`config.mk`:
```
export PLATFORM = sky130hd
export DESIGN_NAME = bbs_exec
export DESIGN_NICKNAME = d
export VERILOG_FILES = /design/src/bbs_pkg.sv /design/src/bbs_operand_addr.sv /design/src/bbs_exec.sv
export SDC_FILE = /design/constraint.sdc
export NUM_CORES = 1
export LEC_CHECK = 0
export ABC_AREA = 1
export BUFFER_PORTS_ARGS = -buffer_cell sky130_fd_sc_hd__buf_2
export CELL_PAD_IN_SITES_DETAIL_PLACEMENT = 1
export CELL_PAD_IN_SITES_GLOBAL_PLACEMENT = 2
export CORE_AREA = 2 2 131 133
export CTS_BUF_LIST = sky130_fd_sc_hd__clkbuf_4
export CTS_CLUSTER_DIAMETER = 120
export DETAILED_ROUTE_END_ITERATION = 8
export DIE_AREA = 0 0 133 135
export GPL_TIMING_DRIVEN = 0
export PLACE_DENSITY_LB_ADDON = 0.1
export SLEW_MARGIN = 20
export SYNTH_ARGS = -nofsm -noshare
export SYNTH_HDL_FRONTEND = slang
export SYNTH_HIERARCHICAL = 1
export SYNTH_SLANG_ARGS = --single-unit
```
`constraint.sdc`:
```
create_clock -name clk_sys_i -period 3.8 [get_ports clk_sys_i]
set_input_delay 0.95 -clock clk_sys_i [delete_from_list [all_inputs] [get_ports clk_sys_i]]
set_output_delay 0.95 -clock clk_sys_i [all_outputs]
set_load 0.02 [all_outputs]
```
`src/bbs_pkg.sv`:
```
// Constants shared by the branch and bit-set execution unit
package bbs_pkg;
   // Widths
   localparam int PC_W          = 21;
   localparam int INSTR_W       = 16;
   localparam int BSR_W         = 6;
   localparam int ADDR_W        = 14;
   localparam int NEAR_OFS_W    = 8;
   localparam int FAR_OFS_W     = 11;
   // Opcode fields
   localparam int OP_NEAR_MSB   = 15;
   localparam int OP_NEAR_LSB   = 8;
   localparam int OP_FAR_MSB    = 15;
   localparam int OP_FAR_LSB    = 11;
   localparam int OP_BIT_MSB    = 15;
   localparam int OP_BIT_LSB    = 12;
   localparam logic [7:0] OPC_BRANCH_IF_ZERO_CLEAR = 8'he1;
   localparam logic [4:0] OPC_RELATIVE_JUMP        = 5'h1a;
   localparam logic [3:0] OPC_SINGLE_BIT_SET       = 4'h8;
   // Bit-oriented operand fields
   localparam int BIT_IDX_MSB   = 11;
   localparam int BIT_IDX_LSB   = 9;
   localparam int ACCESS_BIT    = 8;
   localparam int REG_F_MSB     = 7;
   localparam int REG_F_LSB     = 0;
   // Access bank split and indexed literal offset limit
   localparam logic [7:0] ACCESS_LOW_LAST = 8'h5f;
   // Reset values
   localparam logic [PC_W-1:0]    PC_RST    = 21'h000000;
   localparam logic [INSTR_W-1:0] INSTR_RST = 16'h0000;
   localparam logic [7:0]         DATA_RST  = 8'h00;
   // Instruction cycle phases, Gray coded along Q1..Q4
   typedef enum logic [1:0]
   {
      PH_Q1 = 2'b00,
      PH_Q2 = 2'b01,
      PH_Q3 = 2'b11,
      PH_Q4 = 2'b10
   } bbs_phase_e;
   // Execution slot: normal decode or forced no-operation cycle
   typedef enum logic [0:0]
   {
      EX_RUN = 1'b0,
      EX_NOP = 1'b1
   } bbs_exec_e;
   // Phases per instruction cycle
   localparam int CYCLE_PHASES = 4;
endpackage

```
`src/bbs_operand_addr.sv`:
```
// Operand address generator for bit-oriented data memory access
`timescale 1ns/10ps
module bbs_operand_addr #(
   parameter int BSR_W  = bbs_pkg::BSR_W,
   parameter int ADDR_W = bbs_pkg::ADDR_W
) (
   input  wire logic              clk_sys_i,
   input  wire logic              sys_rst_i,
   input  wire logic              clk_en_i,
   input  wire logic              load_i,
   input  wire logic              access_bit_i,
   input  wire logic [7:0]        reg_f_i,
   input  wire logic [BSR_W-1:0]  bank_selector_reg_i,
   input  wire logic              ext_set_en_i,
   input  wire logic [ADDR_W-1:0] index_base_i,
   output logic      [ADDR_W-1:0] addr_o
);
   logic [ADDR_W-1:0] addr_reg;
   logic [ADDR_W-1:0] addr_next;
   logic              low_part;

   always_comb
   begin
      low_part  = (reg_f_i <= bbs_pkg::ACCESS_LOW_LAST);
      addr_next = addr_reg;
      if (load_i)
      begin
         if (access_bit_i)
            addr_next = ADDR_W'({bank_selector_reg_i, reg_f_i});
         else if (ext_set_en_i && low_part)
            addr_next = ADDR_W'(index_base_i + ADDR_W'(reg_f_i));
         else if (low_part)
            addr_next = ADDR_W'(reg_f_i);
         else
            addr_next = {{(ADDR_W-8){1'b1}}, reg_f_i};
      end
   end

   always_ff @(posedge clk_sys_i)
   begin
      if (sys_rst_i)
         addr_reg <= '0;
      else if (clk_en_i)
         addr_reg <= addr_next;
   end

   assign addr_o = addr_reg;
endmodule

```
`src/bbs_exec.sv`:
```
// Execution of the not-zero branch, the relative jump and the single bit set
// Overview of operation
// - Not-zero branch loads target only when zero flag is clear; flags untouched.
// - Target is incremented PC plus twice signed offset; near offset is 8 bits.
// - Not-zero branch: one word, one cycle untaken, two cycles taken.
// - Relative jump carries 11-bit signed offset and always transfers control.
// - Relative jump always takes two cycles, the second being no operation.
// - Bit set forces chosen bit of addressed register high in one cycle.
// - Access bit zero selects access bank; one uses the bank selector.
// - Extended set, access bit zero and f up to 95 uses indexed offset.
`timescale 1ns/10ps
module bbs_exec #(
   parameter int PC_W   = bbs_pkg::PC_W,
   parameter int BSR_W  = bbs_pkg::BSR_W,
   parameter int ADDR_W = bbs_pkg::ADDR_W
) (
   input  wire logic                        clk_sys_i,
   input  wire logic                        sys_rst_i,
   input  wire logic                        clk_en_i,
   input  wire logic                        instr_valid_i,
   input  wire logic [bbs_pkg::INSTR_W-1:0] instr_word_i,
   input  wire logic [PC_W-1:0]             pc_i,
   input  wire logic                        zero_flag_i,
   input  wire logic [BSR_W-1:0]            bank_selector_reg_i,
   input  wire logic                        ext_set_en_i,
   input  wire logic [ADDR_W-1:0]           index_base_i,
   input  wire logic [7:0]                  mem_rdata_i,
   output logic                             instr_ready_o,
   output logic [1:0]                       phase_o,
   output logic                             pc_load_o,
   output logic [PC_W-1:0]                  pc_target_o,
   output logic                             flush_o,
   output logic                             nop_cycle_o,
   output logic [ADDR_W-1:0]                mem_addr_o,
   output logic                             mem_rd_o,
   output logic                             mem_wr_o,
   output logic [7:0]                       mem_wdata_o
);
   // Sign-extend an offset field, double it and add it to the base
   function automatic logic [PC_W-1:0] rel_target(input logic [PC_W-1:0] base,
                                                  input logic [10:0]     ofs,
                                                  input logic            far);
      logic [PC_W-1:0] ext;
      ext = '0;
      if (far)
         ext = PC_W'(signed'(ofs));
      else
         ext = PC_W'(signed'(ofs[7:0]));
      return PC_W'(base + PC_W'(ext << 1));
   endfunction

   bbs_pkg::bbs_phase_e             phase_reg;
   bbs_pkg::bbs_phase_e             phase_next;
   bbs_pkg::bbs_exec_e              exec_reg;
   bbs_pkg::bbs_exec_e              exec_next;
   logic [bbs_pkg::INSTR_W-1:0]     ir_reg;
   logic [bbs_pkg::INSTR_W-1:0]     ir_next;
   logic [PC_W-1:0]                 pc_base_reg;
   logic [PC_W-1:0]                 pc_base_next;
   logic                            is_bnz_reg;
   logic                            is_bnz_next;
   logic                            is_jump_reg;
   logic                            is_jump_next;
   logic                            is_bset_reg;
   logic                            is_bset_next;
   logic                            taken_reg;
   logic                            taken_next;
   logic [PC_W-1:0]                 target_reg;
   logic [PC_W-1:0]                 target_next;
   logic                            pc_load_reg;
   logic                            pc_load_next;
   logic                            mem_rd_reg;
   logic                            mem_rd_next;
   logic                            mem_wr_reg;
   logic                            mem_wr_next;
   logic [7:0]                      wdata_reg;
   logic [7:0]                      wdata_next;
   logic                            accept;
   logic                            dec_bnz;
   logic                            dec_jump;
   logic                            dec_bset;
   logic [2:0]                      bit_idx;

   // Decode of the word presented in Q1
   assign dec_bnz  = instr_word_i[bbs_pkg::OP_NEAR_MSB:bbs_pkg::OP_NEAR_LSB]
                     == bbs_pkg::OPC_BRANCH_IF_ZERO_CLEAR;
   assign dec_jump = instr_word_i[bbs_pkg::OP_FAR_MSB:bbs_pkg::OP_FAR_LSB]
                     == bbs_pkg::OPC_RELATIVE_JUMP;
   assign dec_bset = instr_word_i[bbs_pkg::OP_BIT_MSB:bbs_pkg::OP_BIT_LSB]
                     == bbs_pkg::OPC_SINGLE_BIT_SET;
   // The forced no-operation cycle refuses the prefetched word
   assign accept   = (phase_reg == bbs_pkg::PH_Q1) && (exec_reg == bbs_pkg::EX_RUN)
                     && instr_valid_i;
   assign bit_idx  = ir_reg[bbs_pkg::BIT_IDX_MSB:bbs_pkg::BIT_IDX_LSB];

   always_comb
   begin
      phase_next   = phase_reg;
      exec_next    = exec_reg;
      ir_next      = ir_reg;
      pc_base_next = pc_base_reg;
      is_bnz_next  = is_bnz_reg;
      is_jump_next = is_jump_reg;
      is_bset_next = is_bset_reg;
      taken_next   = taken_reg;
      target_next  = target_reg;
      pc_load_next = 1'b0;
      mem_rd_next  = 1'b0;
      mem_wr_next  = 1'b0;
      wdata_next   = wdata_reg;
      case (phase_reg)
         bbs_pkg::PH_Q1:
         begin
            phase_next = bbs_pkg::PH_Q2;
            if (accept)
            begin
               // Decode and latch the already incremented PC
               ir_next      = instr_word_i;
               pc_base_next = pc_i;
               is_bnz_next  = dec_bnz;
               is_jump_next = dec_jump;
               is_bset_next = dec_bset;
               mem_rd_next  = dec_bset;
            end
            else
            begin
               is_bnz_next  = 1'b0;
               is_jump_next = 1'b0;
               is_bset_next = 1'b0;
            end
         end
         bbs_pkg::PH_Q2:
         begin
            // Read literal; branch condition sampled here
            phase_next = bbs_pkg::PH_Q3;
            taken_next = is_jump_reg || (is_bnz_reg && !zero_flag_i);
         end
         bbs_pkg::PH_Q3:
         begin
            // Process data
            phase_next   = bbs_pkg::PH_Q4;
            target_next  = rel_target(pc_base_reg, ir_reg[10:0], is_jump_reg);
            pc_load_next = taken_reg;
            if (is_bset_reg)
            begin
               wdata_next  = mem_rdata_i | (8'h01 << bit_idx);
               mem_wr_next = 1'b1;
            end
         end
         bbs_pkg::PH_Q4:
         begin
            phase_next = bbs_pkg::PH_Q1;
            // Taken branch: next cycle, all four phases, executes as no operation
            if (taken_reg)
               exec_next = bbs_pkg::EX_NOP;
            else
               exec_next = bbs_pkg::EX_RUN;
            taken_next = 1'b0;
         end
         default:
         begin
            phase_next = bbs_pkg::PH_Q1;
            exec_next  = bbs_pkg::EX_RUN;
         end
      endcase
   end

   always_ff @(posedge clk_sys_i)
   begin
      if (sys_rst_i)
      begin
         phase_reg   <= bbs_pkg::PH_Q1;
         exec_reg    <= bbs_pkg::EX_RUN;
         ir_reg      <= bbs_pkg::INSTR_RST;
         pc_base_reg <= bbs_pkg::PC_RST;
         is_bnz_reg  <= 1'b0;
         is_jump_reg <= 1'b0;
         is_bset_reg <= 1'b0;
         taken_reg   <= 1'b0;
         target_reg  <= bbs_pkg::PC_RST;
         pc_load_reg <= 1'b0;
         mem_rd_reg  <= 1'b0;
         mem_wr_reg  <= 1'b0;
         wdata_reg   <= bbs_pkg::DATA_RST;
      end
      else if (clk_en_i)
      begin
         phase_reg   <= phase_next;
         exec_reg    <= exec_next;
         ir_reg      <= ir_next;
         pc_base_reg <= pc_base_next;
         is_bnz_reg  <= is_bnz_next;
         is_jump_reg <= is_jump_next;
         is_bset_reg <= is_bset_next;
         taken_reg   <= taken_next;
         target_reg  <= target_next;
         pc_load_reg <= pc_load_next;
         mem_rd_reg  <= mem_rd_next;
         mem_wr_reg  <= mem_wr_next;
         wdata_reg   <= wdata_next;
      end
   end

   bbs_operand_addr #(
      .BSR_W  (BSR_W),
      .ADDR_W (ADDR_W)
   ) u_operand_addr (
      .clk_sys_i           (clk_sys_i),
      .sys_rst_i           (sys_rst_i),
      .clk_en_i            (clk_en_i),
      .load_i              (accept && dec_bset),
      .access_bit_i        (instr_word_i[bbs_pkg::ACCESS_BIT]),
      .reg_f_i             (instr_word_i[bbs_pkg::REG_F_MSB:bbs_pkg::REG_F_LSB]),
      .bank_selector_reg_i (bank_selector_reg_i),
      .ext_set_en_i        (ext_set_en_i),
      .index_base_i        (index_base_i),
      .addr_o              (mem_addr_o)
   );

   assign instr_ready_o = (phase_reg == bbs_pkg::PH_Q1) && (exec_reg == bbs_pkg::EX_RUN);
   assign phase_o       = phase_reg;
   assign pc_load_o     = pc_load_reg;
   assign pc_target_o   = target_reg;
   assign flush_o       = pc_load_reg;
   assign nop_cycle_o   = (exec_reg == bbs_pkg::EX_NOP);
   assign mem_rd_o      = mem_rd_reg;
   assign mem_wr_o      = mem_wr_reg;
   assign mem_wdata_o   = wdata_reg;
endmodule

```
==> flow_summary.yaml <==
run_status:
  status: "finished, final reports clean"
power_and_ir_drop:
  power_switching_mw: 0.606
  pwr-share-clk: 0.330
  power_density_mw_per_mm2: 323
  p_leak_nw: 3.31
  p_sw_frac: 0.301
  p_int_mw: 1.41
  comb_power_share: 0.194
  ir_drop_uv: 140
  power_frac_seq: 0.476
routing:
  wl_um: 17300
  top_layer: "met4"
  wire_per_inst_um: 15.1
  ant_nets: 0
  num_vias: 5476
  dr.pass1.iters: 4
  route.met2.wl_um: 8890
  drt_iter0_drc: 117
  met1_length_um: 7610
  wl_met3_um: 628
  viasPerCell: 4.79
  route.detailed.drc: 0
critical_path:
  r2r-end: "pc_target_o[20]"
  path_cells: "inv_1, o21ai_2, ha_1, nand2_1, inv_1, nand2_1, nand2_1, a21oi_1, nand3_1, nand2_1, nand3_1, nand2_1, inv_1"
  cp_slowest_cell: "o21ai_2"
  timing.rr.start: "ir_reg[10]"
  reg2reg_slack_ps: 1270
  required_ps: 4190
  endpoint_kind: "flop"
  reg2regPathDepth: 13
  slowest_delay_ps: 500
  critPathLaunchType: "flop"
  worstSetupPathType: "reg -> reg"
  worstPathArrival_ps: 2920
  crit_fanout: 10
  cpMostUsedCell: "nand2_1"
sta:
  final_hold_viol_count: 0
  setup_ws_ps: 1270
  fin_skew_ps: 19.0
  worst_slew_pin_slew_ps: 681
  tns_ps: 0
  fin_crit_ps: 2530
  fin_crit_sh: 0.667
  setup_violations: 0
  rsz0062_at_grt: "no"
  final_max_slew_viol_count: 0
  relSlewSlack: 0.546
  clock.fmax_mhz: 395
synthesis:
  netlist_instances: 788
  synth.largest_area_cell: "dfxtp_1"
  ys_seq_area_frac: 0.332
  netlist_top_cells_count: "165 x nand2_1, 133 x nor2_1, 93 x inv_1"
  synth_cell_type_count: 36
  yosys_warnings: 6
  synthArstFlopShare: 0
  syn_area_per_cell_um2: 6.59
  ys_seq_elements: 86
  synth_enable_flop_cells: 0
  syn_area_mm2: 0.00519
  yosysMostFrequentCell: "nand2_1"
  synth.top_cell.area_share: 0.332
  synthTopCellsByArea: "dfxtp_1 33%, nand2_1 12%, nor2_1 9.6%"
  synth_flop_cell: "dfxtp_1"
  synth_fp_nets: 893
global_route:
  grt_first_pass_wirelength_um: 28100
  grt_usage: 0.198
  grt_remaining_overflow: 0
  antenna_found_initial: 1
  grt_max_degree: 14
  grt_pass1_vias: 5661
die:
  io_pins: 122
  die_h_um: 135
  initial_utilization: 0.316
  dieArea_mm2: 0.0180
  core_mm2: 0.0164
  die_w_um: 133
  placementRows: 47
final_layout:
  area_growth_pct: 20.3
  nNetsFinal: 1024
  design_area_mm2: 0.00624
  drive_gt1_frac: 0.187
  utilization: 0.381
cts:
  clk_pin_slew_ps: 140
  cts_tree: "done"
  ctsResizeCount: 0
  clockBufferDepth: 2
  cts_root_buf: "clkbuf_4"
  numCtsBuffers: 9
  cts_hold_buf: 0
  insertion_delay_ps: 480
  cts_max_level: 3
  cts_setup_buffers: 0
  cts_sinks: 86
placement:
  gp_congestion: 0.856
  dp_hpwl_um: 14300
  placed_area_mm2: 0.00607
  io_buffers: 120
  place_ws_ps: 1230
min_path:
  hold_start: "pc_base_reg[0]"
  hp-class: "reg -> reg"
  hold_depth: 2
  hold_end: "pc_target_o[0]"
run:
  cap_violations: 0
==> through the flow <==
stage / total power, mW / std cells / hold WS (ps)
after global routing: 2.13 / 1144 / 490
final: 2.01 / 1144 / 466
after CTS: 2.05 / 1143 / 469
after floorplan: 1.22 / 788 / 430
after global placement: 1.36 / 1128 / 450
after detailed placement: 1.37 / 1128 / 456
==> cell families (layout without fill, tap and decap cells) <==
logic type	count (synthesis)	after routing	share of synthesized area
compound gates	150	150	0.154
buf+inv	123	258	0.100
xor+xnor	12	12	0.0202
fa+ha+maj	34	34	0.0848
simple gates	383	383	0.309
flops	86	86	0.332
other cells	0	1	0
==> worst max-delay path, delay by kind of cell, from the launching register on <==
family | cells | cell delay, ps
simple gates | 7 | 600
flops | 1 | 430
fa+ha+maj | 1 | 400
buf+inv | 3 | 230
compound gates | 2 | 770
==> area by class of cell <==
cell class / instances / area (um2)
timing repair buffer: 120 / 601
buffer: 23 / 143
fill: 2173 / 10200
clock buffer: 10 / 75.1
multi-input combinational: 579 / 2950
sequential: 86 / 1720
antenna: 1 / 2.50
inverter: 100 / 377
tap: 220 / 275
clock inverter: 5 / 98.8
==> cells in the final DEF, fill, tap and decap left out, types with 9 or more instances in the layout <==
| cell type | instances |
|---|---|
| nand2_1 | 165 |
| nor2_1 | 133 |
| buf_2 | 124 |
| inv_1 | 93 |
| dfxtp_1 | 86 |
| o21ai_0 | 67 |
| a21oi_1 | 59 |
| nand3_1 | 55 |
| ha_1 | 32 |
| clkbuf_1 | 10 |
| clkbuf_4 | 10 |
| xor2_1 | 9 |
==> power by group through the flow <==
stage	combinational [mW]	sequential, mW	clock [mW]
after floorplan	0.245	0.977	0
after global placement	0.383	0.978	0
after detailed placement	0.394	0.978	0
after CTS	0.396	0.959	0.692
after global routing	0.444	0.963	0.722
final	0.391	0.958	0.665
==> worst max path at each step <==
stage,start,endpoint
after floorplan,index_base_i[0],u_operand_addr/addr_o[8]
after global placement,instr_word_i[0],u_operand_addr/addr_o[8]
after detailed placement,instr_word_i[0],u_operand_addr/addr_o[8]
after CTS,ir_reg[10],pc_target_o[20]
after global routing,ir_reg[10],pc_target_o[20]
final,ir_reg[10],pc_target_o[20]
==> layer usage <==
layer / vias to the layer above / track usage
met5: - / 0
met4: 0 / 0.0424
met3: 12 / 0.0420
met2: 95 / 0.365
met1: 2572 / 0.236
li1: 2797 / -
Note: power is estimated with default switching activity, not from simulation.
